**src/rtl/mcr45_consts.vh**
```
// Offsets, field positions and reset values of the monitor configuration registers
`ifndef MCR45_CONSTS_VH
`define MCR45_CONSTS_VH

// Printed offsets step by one, not by four: they are register indices
`define MCR45_IDX_CONFIG_FIVE 8'h7C
`define MCR45_IDX_CONFIG_FOUR 8'h7D
`define MCR45_IDX_TEST_ONE 8'h7E
`define MCR45_IDX_TEST_TWO 8'h7F
// Own control register holding the global lock bit
`define MCR45_IDX_LOCK_CTRL 8'h80

// Reset values
`define MCR45_RST_CONFIG_FIVE 8'h00
`define MCR45_RST_CONFIG_FOUR 8'h00
`define MCR45_RST_TEST_ONE 8'h00
`define MCR45_RST_TEST_TWO 8'h00

// Configuration five fields
`define MCR45_F5_TEMP_FMT 0
`define MCR45_F5_DRIVE_FREQ 1
`define MCR45_F5_GP_DIR 2
`define MCR45_F5_GP_POL 3
`define MCR45_F5_USED_MASK 8'h0F

// Configuration four fields
`define MCR45_F4_PIN_FUNC_LSB 0
`define MCR45_F4_THRESH_LSB 2
`define MCR45_F4_BYPASS_LSB 4

// Shared pin function codes
`define MCR45_PF_FAN_SPEED 2'h0
`define MCR45_PF_THERMAL 2'h1
`define MCR45_PF_ALERT 2'h2
`define MCR45_PF_GP_PIN 2'h3

// Offset-64 bias of the temperature encoding
`define MCR45_TEMP_OFFSET 8'h40

`endif

```
**src/rtl/mcr45_regs.v**
```verilog
// APB register bank for configuration registers four and five with lock and pin control
//
// Added by the designer: the APB interface to the registers.
`timescale 1ns/10ps

// Summary of operation
// - Temperature format bit 1 selects twos complement, 0 selects offset-64 codes.
// - Changing the format reinterprets every temperature value under the new encoding.
// - Drive frequency bit 0 picks high-frequency, 1 picks low-frequency fan drive.
// - With general-purpose function on, direction bit 0 means input, 1 output.
// - As an output, polarity bit 0 means active low, 1 active high.
// - With the lock bit set, writes to both configuration registers are ignored.
// - Pin select field chooses fan speed, thermal, alert or general-purpose function.
// - Threshold field sets 20/40/80/130 mV two-wire sensing, low-frequency mode only.
// - Each bypass bit rescales its voltage channel to 0 V through 2.2965 V.
// - Both test registers read as reserved bits and ignore writes.
module mcr45_regs
#(
	parameter TEMP_WIDTH = 8
)
(
	// Clock and reset
	input wire pclk,
	input wire presetn,
	// APB slave
	input wire psel,
	input wire penable,
	input wire pwrite,
	input wire [11:0] paddr,
	input wire [31:0] pwdata,
	input wire [3:0] pstrb,
	output reg [31:0] prdata,
	output reg pready,
	output reg pslverr,
	// Temperature path
	input wire [TEMP_WIDTH-1:0] temp_native,
	output reg [TEMP_WIDTH-1:0] temp_shown,
	// Fan drive and measurement controls
	output reg drive_freq_sel,
	output reg [1:0] tach_input_threshold,
	output reg tach_threshold_active,
	output reg bypass_atten_low_rail,
	output reg bypass_atten_core_rail,
	output reg bypass_atten_mid_rail,
	output reg bypass_atten_high_rail,
	// Shared pin functions
	output reg [1:0] shared_pin_function,
	output reg fan_four_speed_en,
	output reg thermal_alarm_en,
	output reg alert_en,
	// General-purpose pin: four signals, enable low while driving
	input wire gp_pin_in,
	output reg gp_pin_out,
	output reg gp_pin_oe_n,
	output reg gp_pin_level,
	// Lock state
	output reg config_locked
);

`include "mcr45_consts.vh"

	////////////////////////////////////////////////////////////////////////////////
	// Register storage
	reg [3:0] config_five_reg;
	reg [7:0] config_four_reg;
	reg lock_reg;
	reg gp_out_value_reg;
	reg [3:0] config_five_next;
	reg [7:0] config_four_next;
	reg lock_next;

	wire [9:0] reg_index;
	wire setup_phase;
	wire wr_access;
	wire rd_access;
	wire addr_known;
	wire [TEMP_WIDTH-1:0] conv_code;
	wire [7:0] five_wdata;

	assign reg_index = paddr[11:2];
	assign setup_phase = psel & ~penable;
	// Unused upper bits of configuration five are dropped before they reach storage
	assign five_wdata = pwdata[7:0] & `MCR45_F5_USED_MASK;
	assign addr_known = (reg_index == {2'h0, `MCR45_IDX_CONFIG_FIVE}) |
		(reg_index == {2'h0, `MCR45_IDX_CONFIG_FOUR}) |
		(reg_index == {2'h0, `MCR45_IDX_TEST_ONE}) |
		(reg_index == {2'h0, `MCR45_IDX_TEST_TWO}) |
		(reg_index == {2'h0, `MCR45_IDX_LOCK_CTRL});
	// Writes land on the access-phase edge; the slave always answers in one wait-free access
	assign wr_access = psel & penable & pwrite & pready;
	assign rd_access = psel & penable & ~pwrite & pready;

	////////////////////////////////////////////////////////////////////////////////
	// Write decode
	always @*
	begin
		config_five_next = config_five_reg;
		config_four_next = config_four_reg;
		lock_next = lock_reg;
		if (wr_access && pstrb[0])
		begin
			// Lock is sticky until reset so a runaway driver cannot reopen it
			if (reg_index == {2'h0, `MCR45_IDX_LOCK_CTRL})
				lock_next = lock_reg | pwdata[0];
			if (!lock_reg)
			begin
				if (reg_index == {2'h0, `MCR45_IDX_CONFIG_FIVE})
					config_five_next = five_wdata[3:0];
				if (reg_index == {2'h0, `MCR45_IDX_CONFIG_FOUR})
					config_four_next = pwdata[7:0];
			end
		end
	end

	always @(posedge pclk or negedge presetn)
	begin
		if (!presetn)
		begin
			config_five_reg <= 4'h0;
			config_four_reg <= `MCR45_RST_CONFIG_FOUR;
			lock_reg <= 1'b0;
		end
		else
		begin
			config_five_reg <= config_five_next;
			config_four_reg <= config_four_next;
			lock_reg <= lock_next;
		end
	end

	////////////////////////////////////////////////////////////////////////////////
	// APB answer: pready high one cycle after setup, errors on unmapped indices
	always @(posedge pclk or negedge presetn)
	begin
		if (!presetn)
		begin
			pready <= 1'b0;
			pslverr <= 1'b0;
			prdata <= 32'h00000000;
		end
		else
		begin
			pready <= setup_phase;
			pslverr <= setup_phase & ~addr_known;
			if (setup_phase && !pwrite)
			begin
				case (reg_index)
					{2'h0, `MCR45_IDX_CONFIG_FIVE}: prdata <= {28'h0000000, config_five_reg};
					{2'h0, `MCR45_IDX_CONFIG_FOUR}: prdata <= {24'h000000, config_four_reg};
					{2'h0, `MCR45_IDX_TEST_ONE}: prdata <= {24'h000000, `MCR45_RST_TEST_ONE};
					{2'h0, `MCR45_IDX_TEST_TWO}: prdata <= {24'h000000, `MCR45_RST_TEST_TWO};
					{2'h0, `MCR45_IDX_LOCK_CTRL}: prdata <= {31'h00000000, lock_reg};
					default: prdata <= 32'h00000000;
				endcase
			end
			else if (rd_access)
				prdata <= prdata;
		end
	end

	////////////////////////////////////////////////////////////////////////////////
	// Temperature format: conversion is combinational on every value, so a format
	// change takes effect on all temperatures at once with no stored copies to refresh
	mcr45_temp_conv
	#(
		.WIDTH(TEMP_WIDTH)
	)
	u_temp_conv
	(
		.offset_mode(~config_five_reg[`MCR45_F5_TEMP_FMT]),
		.native_code(temp_native),
		.shown_code(conv_code)
	);

	always @(posedge pclk or negedge presetn)
	begin
		if (!presetn)
			temp_shown <= {TEMP_WIDTH{1'b0}};
		else
			temp_shown <= conv_code;
	end

	////////////////////////////////////////////////////////////////////////////////
	// Configuration outputs
	always @(posedge pclk or negedge presetn)
	begin
		if (!presetn)
		begin
			drive_freq_sel <= 1'b0;
			tach_input_threshold <= 2'h0;
			tach_threshold_active <= 1'b0;
			bypass_atten_low_rail <= 1'b0;
			bypass_atten_core_rail <= 1'b0;
			bypass_atten_mid_rail <= 1'b0;
			bypass_atten_high_rail <= 1'b0;
			shared_pin_function <= `MCR45_PF_FAN_SPEED;
			fan_four_speed_en <= 1'b1;
			thermal_alarm_en <= 1'b0;
			alert_en <= 1'b0;
			config_locked <= 1'b0;
		end
		else
		begin
			drive_freq_sel <= config_five_reg[`MCR45_F5_DRIVE_FREQ];
			tach_input_threshold <= config_four_reg[`MCR45_F4_THRESH_LSB +: 2];
			// Threshold only matters in low-frequency drive mode
			tach_threshold_active <= config_five_reg[`MCR45_F5_DRIVE_FREQ];
			bypass_atten_low_rail <= config_four_reg[`MCR45_F4_BYPASS_LSB];
			bypass_atten_core_rail <= config_four_reg[`MCR45_F4_BYPASS_LSB + 1];
			bypass_atten_mid_rail <= config_four_reg[`MCR45_F4_BYPASS_LSB + 2];
			bypass_atten_high_rail <= config_four_reg[`MCR45_F4_BYPASS_LSB + 3];
			shared_pin_function <= config_four_reg[`MCR45_F4_PIN_FUNC_LSB +: 2];
			fan_four_speed_en <= config_four_reg[1:0] == `MCR45_PF_FAN_SPEED;
			thermal_alarm_en <= config_four_reg[1:0] == `MCR45_PF_THERMAL;
			alert_en <= config_four_reg[1:0] == `MCR45_PF_ALERT;
			config_locked <= lock_reg;
		end
	end

	////////////////////////////////////////////////////////////////////////////////
	// General-purpose pin
	wire gp_enabled;
	wire gp_is_output;
	assign gp_enabled = config_four_reg[1:0] == `MCR45_PF_GP_PIN;
	assign gp_is_output = gp_enabled & config_five_reg[`MCR45_F5_GP_DIR];

	always @(posedge pclk or negedge presetn)
	begin
		if (!presetn)
		begin
			gp_out_value_reg <= 1'b0;
			gp_pin_out <= 1'b1;
			gp_pin_oe_n <= 1'b1;
			gp_pin_level <= 1'b0;
		end
		else
		begin
			// Logical assert level; held by the own lock control bit 1 of the lock register
			if (wr_access && pstrb[0] && reg_index == {2'h0, `MCR45_IDX_LOCK_CTRL})
				gp_out_value_reg <= pwdata[1];
			// Active low drives the inverse of the asserted level
			gp_pin_out <= config_five_reg[`MCR45_F5_GP_POL] ? gp_out_value_reg : ~gp_out_value_reg;
			gp_pin_oe_n <= ~gp_is_output;
			// Input sample is the pin level seen as an input, or the driven level
			gp_pin_level <= gp_is_output ? gp_pin_out : gp_pin_in;
		end
	end

endmodule

```
**src/rtl/mcr45_temp_conv.v**
```verilog
// Temperature code converter between stored twos complement and the software-visible format
`timescale 1ns/10ps

module mcr45_temp_conv
#(
	parameter WIDTH = 8
)
(
	// Control
	input wire offset_mode,
	// Data
	input wire [WIDTH-1:0] native_code,
	output wire [WIDTH-1:0] shown_code
);

`include "mcr45_consts.vh"

	// Offset-64 adds the bias; wraps modulo 2^WIDTH like the hardware code space
	assign shown_code = offset_mode ? native_code + `MCR45_TEMP_OFFSET : native_code;

endmodule

```
**config.mk**
```make
export PLATFORM = sky130hd
export DESIGN_NAME = mcr45_regs
export DESIGN_NICKNAME = d
export VERILOG_FILES = /design/src/rtl/mcr45_regs.v /design/src/rtl/mcr45_temp_conv.v
export VERILOG_INCLUDE_DIRS = /design/src /design/src/rtl
export SDC_FILE = /design/constraint.sdc
export NUM_CORES = 1
export LEC_CHECK = 0
export ABC_CLOCK_PERIOD_IN_PS = 3150
export BUFFER_PORTS_ARGS = -buffer_cell sky130_fd_sc_hd__buf_2
export CORE_UTILIZATION = 45
export DETAILED_ROUTE_END_ITERATION = 16
export GPL_ROUTABILITY_DRIVEN = 0
export GPL_TIMING_DRIVEN = 0
export HOLD_SLACK_MARGIN = 0.1
export PLACE_DENSITY = 0.84
export SLEW_MARGIN = 10
export SYNTH_ARGS = -nofsm -noshare
export SYNTH_HDL_FRONTEND = slang
export SYNTH_SLANG_ARGS = --single-unit
```
**constraint.sdc**
```tcl
create_clock -name pclk -period 3.15 [get_ports pclk]
set_input_delay 0.4725 -clock pclk [delete_from_list [all_inputs] [get_ports pclk]]
set_output_delay 0.4725 -clock pclk [all_outputs]
set_load 0.01 [all_outputs]
```
# == Word-level counts from Yosys, hierarchy flattened ==
# Index checks and enable logic that the tools add are counted.
# totals
input_bits,62
output_inout_bits,59
ram_bits,0
regBits,72
latchBits,0
elab_cells,59
mem_bits_ro,0
n_memories,0
# classes
shifts,0
n_div,0
reduce_logical,8
eq_ne,8
muxes,4
mul,0
n_lt_le_gt_ge,0
add_sub_neg,1
n_bitwise,16
# op_table
cell,n
"equality test 10 x 7 -> 1 bit, second input constant",4
one-hot mux 8 bit (3 select lines),1
"equality test 10 x 8 -> 1 bit, second input constant",1
"adder 8 x 7 -> 8 bit, second input constant",1
two-way mux 8 bit,1
bitwise AND 1 bit,6
AND reduction 3 bit,2
inverter 1 bit,5
OR 1 bit,5
"equality test 2 bit, second input constant",2
logical AND 1 bit,3
"equality test 2 x 1 -> 1 bit, second input constant",1
zero test 2 bit,1
two-way mux 1 bit,2
AND reduction 2 bit,1
zero test 1 bit,1

# == Depth between registers and ports, before layout ==
# depth
word_depth,7
ltp_mapped,5
ltp_nobuf,4

# == By module ==
# A second synthesis with hierarchy kept.
# unflattened
hier_cells,145
area_unflattened_um2,1934.4
# modules_own_cells
mod,cells_each,area_per_inst_um2,n_inst,seq_area_each_um2
mcr45_regs,136,1868.0,1,1204.9
mcr45_temp_conv,9,66.3,1,0.0

# == Worst setup path after synthesis ==
# No wires, ideal clock.
# synth_path
path_kind,input-to-reg
start,input paddr[8]
end,register gp_out_value_reg
setup_time_ps,125
path_slack_ps,1583
path_buffers,0
arrival_time_ps,1442
stages,4
t_required_ps,3025
cell_sequence,nor4b_1 > nand3_1 > nor3_2 > mux2_2
# synth_between
elab_chain_cells,2
# synth_rtl
item,line,text
from (decl),mcr45_regs.v:29,"input wire [11:0] paddr,"
equality test 10 x 8 -> 1 bit,mcr45_regs.v:239,"if (wr_access && pstrb[0] && reg_index == {2'h0, `MCR45_IDX_LOCK_CTRL})"
logical AND 1 bit,mcr45_regs.v:239,
to (signal assigned),mcr45_regs.v:240,gp_out_value_reg <= pwdata[1];
to (decl),mcr45_regs.v:67,reg gp_out_value_reg;
# Every way passes these cells.
# A chain may end at the register's enable or synchronous reset.

# == Final worst setup path ==
# Same ends and word-level chain as after synthesis.

==> key figures <==
Outcome
  – Result of the run: finished, final reports clean

Routing
  – Routed vias: 1246
  – Via-to-Cell Ratio: 4.37
  – Final Routed Wirelength: 3360 um
  – Drt first-iter violations: 59
  – Wire length per cell after detailed routing: 11.8 um
  – Final antenna-violating net count: 0
  – DRC violations left: 0
  – Initial DRT Pass Iterations: 6

Placement
  – Final HPWL DP: 2530 um
  – Worst slack at placement: 1.30 ns
  – Port bufs: 66
  – Placed Instances: 277

Setup path
  – Critical Path End Type: flip-flop
  – Critical path data arrival time: 1.72 ns
  – Crit path required time: 3.33 ns
  – R2R Setup Slk: 1.66 ns
  – Critical R2R Capture: config_four_reg[1]$_DFFE_PN0P_
  – Critical Path Start Type: input pin
  – Startpoint-to-endpoint class of the critical path: input pin to flip-flop
  – R2R depth: 4
  – Top fanout value on the critical path: 3
  – Reg-to-Reg Start: pready$_DFF_PN0_

Clock network
  – Maximum count of clock buffers along a single path: 2
  – Hold bufs inserted after CTS: 0
  – Number of buffers inserted to repair setup after CTS: 0
  – Sink count of the clock tree: 48
  – Clock network latency to the later pin of the worst-skew pair: 0.30 ns
  – Num CTS Buffers: 5
  – Clk root buf: sky130_fd_sc_hd__clkbuf_8
  – Number of H-tree levels: 2
  – Clock-pin transition on the worst setup and hold timing paths: 0.09 ns
  – Resized Gates After CTS: 0
  – Clock tree from TritonCTS: built

Global routing
  – Pin count of the biggest net entering global routing: 49
  – Number of antenna violations at the first check in global routing: 0
  – Number of global-route vias before repair: 1072
  – Wire length of the first global-routing pass: 5090 um
  – Grt ovf: 0
  – Global Route Usage Sum: 16.2%

Floorplan
  – Chip height: 66.8 um
  – Std-Cell Core Area: 4000 um2
  – Effective utilization at floorplan: 47.2%
  – Die outline area: 4460 um2
  – Standard-cell row count: 23
  – Io pins: 121
  – Die width: 66.8 um

STA
  – Total Neg Setup Slack: 0 ns
  – Worst Hold Margin: 0.271 ns
  – Final Critical Period: 1.54 ns
  – Fin. max-slew vios: 0
  – Number of hold violations in the final report: 0
  – Setup slack of the critical path after layout: 1.61 ns
  – Setup repair after global routing missed its margin: false
  – Tightest Pin Transition: 1.01 ns
  – Part of the cycle the worst path needs: 48.7%
  – Layout Skew: 0.00634 ns
  – Final setup violation count: 0
  – Achievable clock frequency: 0.651 GHz
  – Worst rel slew slack: 32.4%

Pwr
  – Switching fraction of total power: 21.7%
  – Leakage: 1.38 nW
  – Comb pwr share: 8.3%
  – Fraction of power consumed by the clock network: 37.5%
  – Share of total power in sequential cells: 54.2%
  – Areal power density over the cells: 465 nW/um2
  – Internal power consumption: 903 uW
  – Worst vdd ir: 0.201 mV
  – Total net switching power: 250 uW

Logic synthesis
  – Leading area contributor after synthesis: sky130_fd_sc_hd__dfrtp_1
  – Area fraction in compound gates after synthesis: 3.78%
  – Basic-gate share of the synthesized area counting and, or, nand and nor cells: 9.68%
  – Flops & latches, synth: 48
  – Cell area after technology mapping: 1890 um2
  – Ys Warns: 0
  – Yosys top cell area share: 59.6%
  – Cell variety after synth: 28
  – Main combinational cell family by area after synthesis: buffers and inverters
  – Sequential share of the synthesized area: 63.8%
  – Ranking of synthesized cells by area: sky130_fd_sc_hd__dfrtp_1 (60%), sky130_fd_sc_hd__buf_4 (9.9%), sky130_fd_sc_hd__mux2_2 (8.3%)
  – Number of instances in the synthesized netlist: 138
  – Adder-cell share of the synthesized area: 0%
  – Multiplexer fraction of the synthesized cell area: 10.5%
  – Xor/xnor share of the synthesized area: 1.39%
  – Post-Synthesis Mean Instance Area: 13.7 um2

Final layout
  – Total Nets Final: 296
  – Post-layout instance count excluding filler cells: 285
  – Fill cell total of the finished layout: 352
  – Syn-to-layout area delta: 31.3%
  – N_diodes: 0
  – Ratio of cells with drive above 1 in the final layout: 51.5%

Run
  – Maxcap violations: 0

Worst hold path
  – Beginning of the worst hold path: temp_native[2]
  – Class of the worst hold path: input pin to flip-flop
  – WHS Path Cells: 1
  – Hold Path End: temp_shown[2]$_DFF_PN0_
[placed cells by master (no fill, tap or decap), types with 2 or more instances in the layout]
cell type	count
sky130_fd_sc_hd__a22o_1	4
sky130_fd_sc_hd__buf_2	68
sky130_fd_sc_hd__buf_4	25
sky130_fd_sc_hd__clkbuf_8	5
sky130_fd_sc_hd__conb_1	24
sky130_fd_sc_hd__dfrtp_1	45
sky130_fd_sc_hd__dfstp_2	3
sky130_fd_sc_hd__mux2_2	14
sky130_fd_sc_hd__mux2i_1	4
sky130_fd_sc_hd__nand2_1	6
sky130_fd_sc_hd__nand2b_1	2
sky130_fd_sc_hd__nand3_1	4
sky130_fd_sc_hd__nor2_1	3
sky130_fd_sc_hd__nor2b_1	3
sky130_fd_sc_hd__nor3_1	2
sky130_fd_sc_hd__nor3_2	2
sky130_fd_sc_hd__o21ai_1	4
sky130_fd_sc_hd__xnor2_1	3
[worst max-delay path by stage]
stage,startpoint,end,cells past startpoint
final,paddr[8],gp_out_value_reg$_DFFE_PN0P_,5
after global routing,paddr[8],gp_out_value_reg$_DFFE_PN0P_,5
after global placement,paddr[8],gp_out_value_reg$_DFFE_PN0P_,5
after floorplan,paddr[8],gp_out_value_reg$_DFFE_PN0P_,4
after detailed placement,paddr[8],gp_out_value_reg$_DFFE_PN0P_,5
after CTS,paddr[8],gp_out_value_reg$_DFFE_PN0P_,5
[layout make-up]
class	instances	area, um2	share of cell area [%]
clock buffer	5	68.8	2.78
tap	50	62.6	2.52
multi-input combinational	85	568	22.9
inverter	1	3.75	0.151
clock inverter	3	42.5	1.72
timing repair buffer	66	330	13.3
buffer	27	198	7.98
sequential	48	1200	48.6
[synth_stat cells]
cell type                    n
sky130_fd_sc_hd__nand4b_1    1
sky130_fd_sc_hd__buf_2       2
sky130_fd_sc_hd__nor2_1      3
sky130_fd_sc_hd__dfrtp_1    45
sky130_fd_sc_hd__nand4bb_1   1
sky130_fd_sc_hd__nor2b_1     3
sky130_fd_sc_hd__a22o_1      4
sky130_fd_sc_hd__xnor2_1     3
sky130_fd_sc_hd__nor4_1      1
sky130_fd_sc_hd__nor4b_1     1
sky130_fd_sc_hd__inv_1       1
sky130_fd_sc_hd__nand3_1     4
sky130_fd_sc_hd__and3_1      1
sky130_fd_sc_hd__o31a_1      1
sky130_fd_sc_hd__nand2b_1    2
sky130_fd_sc_hd__buf_4      25
sky130_fd_sc_hd__or3_4       1
sky130_fd_sc_hd__or2_1       1
sky130_fd_sc_hd__o21ai_1     4
sky130_fd_sc_hd__conb_1      1
sky130_fd_sc_hd__dfstp_2     3
sky130_fd_sc_hd__nand2_1     6
sky130_fd_sc_hd__nor3_1      2
sky130_fd_sc_hd__nor3_2      2
sky130_fd_sc_hd__mux2i_1     4
sky130_fd_sc_hd__or3b_1      1
sky130_fd_sc_hd__mux2_2     14
sky130_fd_sc_hd__a21o_1      1
[critical path: stages]
cell and delay (ns):
sky130_fd_sc_hd__buf_2 0.11, sky130_fd_sc_hd__nor4b_1 0.32, sky130_fd_sc_hd__nand3_1 0.19, sky130_fd_sc_hd__nor3_2 0.27, sky130_fd_sc_hd__mux2_2 0.36
[kinds of logic after synthesis]
logic type,Yosys count
AOI/OAI and AO/OA,10
xor gates and xnor gates,3
buffers and inverters,28
DFF,48
muxes,18
other,1
and+or+nand+nor,30
[metrics by stage]
stage               power, mW  utilization (%)  area [um2]
floorplan               0.690                -        1970
global placement        0.731             59.2        2370
detailed placement      0.733             59.2        2370
CTS                      1.17             62.0        2480
global route             1.21             62.0        2480
finish                   1.15             62.0        2480
[power groups by stage]
stage	clock network (mW)	registers [mW]	logic [mW]
floorplan	0	0.643	0.0469
global placement	0	0.638	0.0934
detailed placement	0	0.638	0.0951
CTS	0.446	0.626	0.0952
global route	0.473	0.627	0.107
finish	0.433	0.626	0.0952
[routing by layer]
metal  global-route usage, %  vias up  wire [um]
met5                       0        -          0
met4                    7.18        0         56
met2                    26.5       58       1630
met3                    5.48        6        263
li1                        -      610          -
met1                    19.3      572       1410
(Power assumes the default switching activity.)
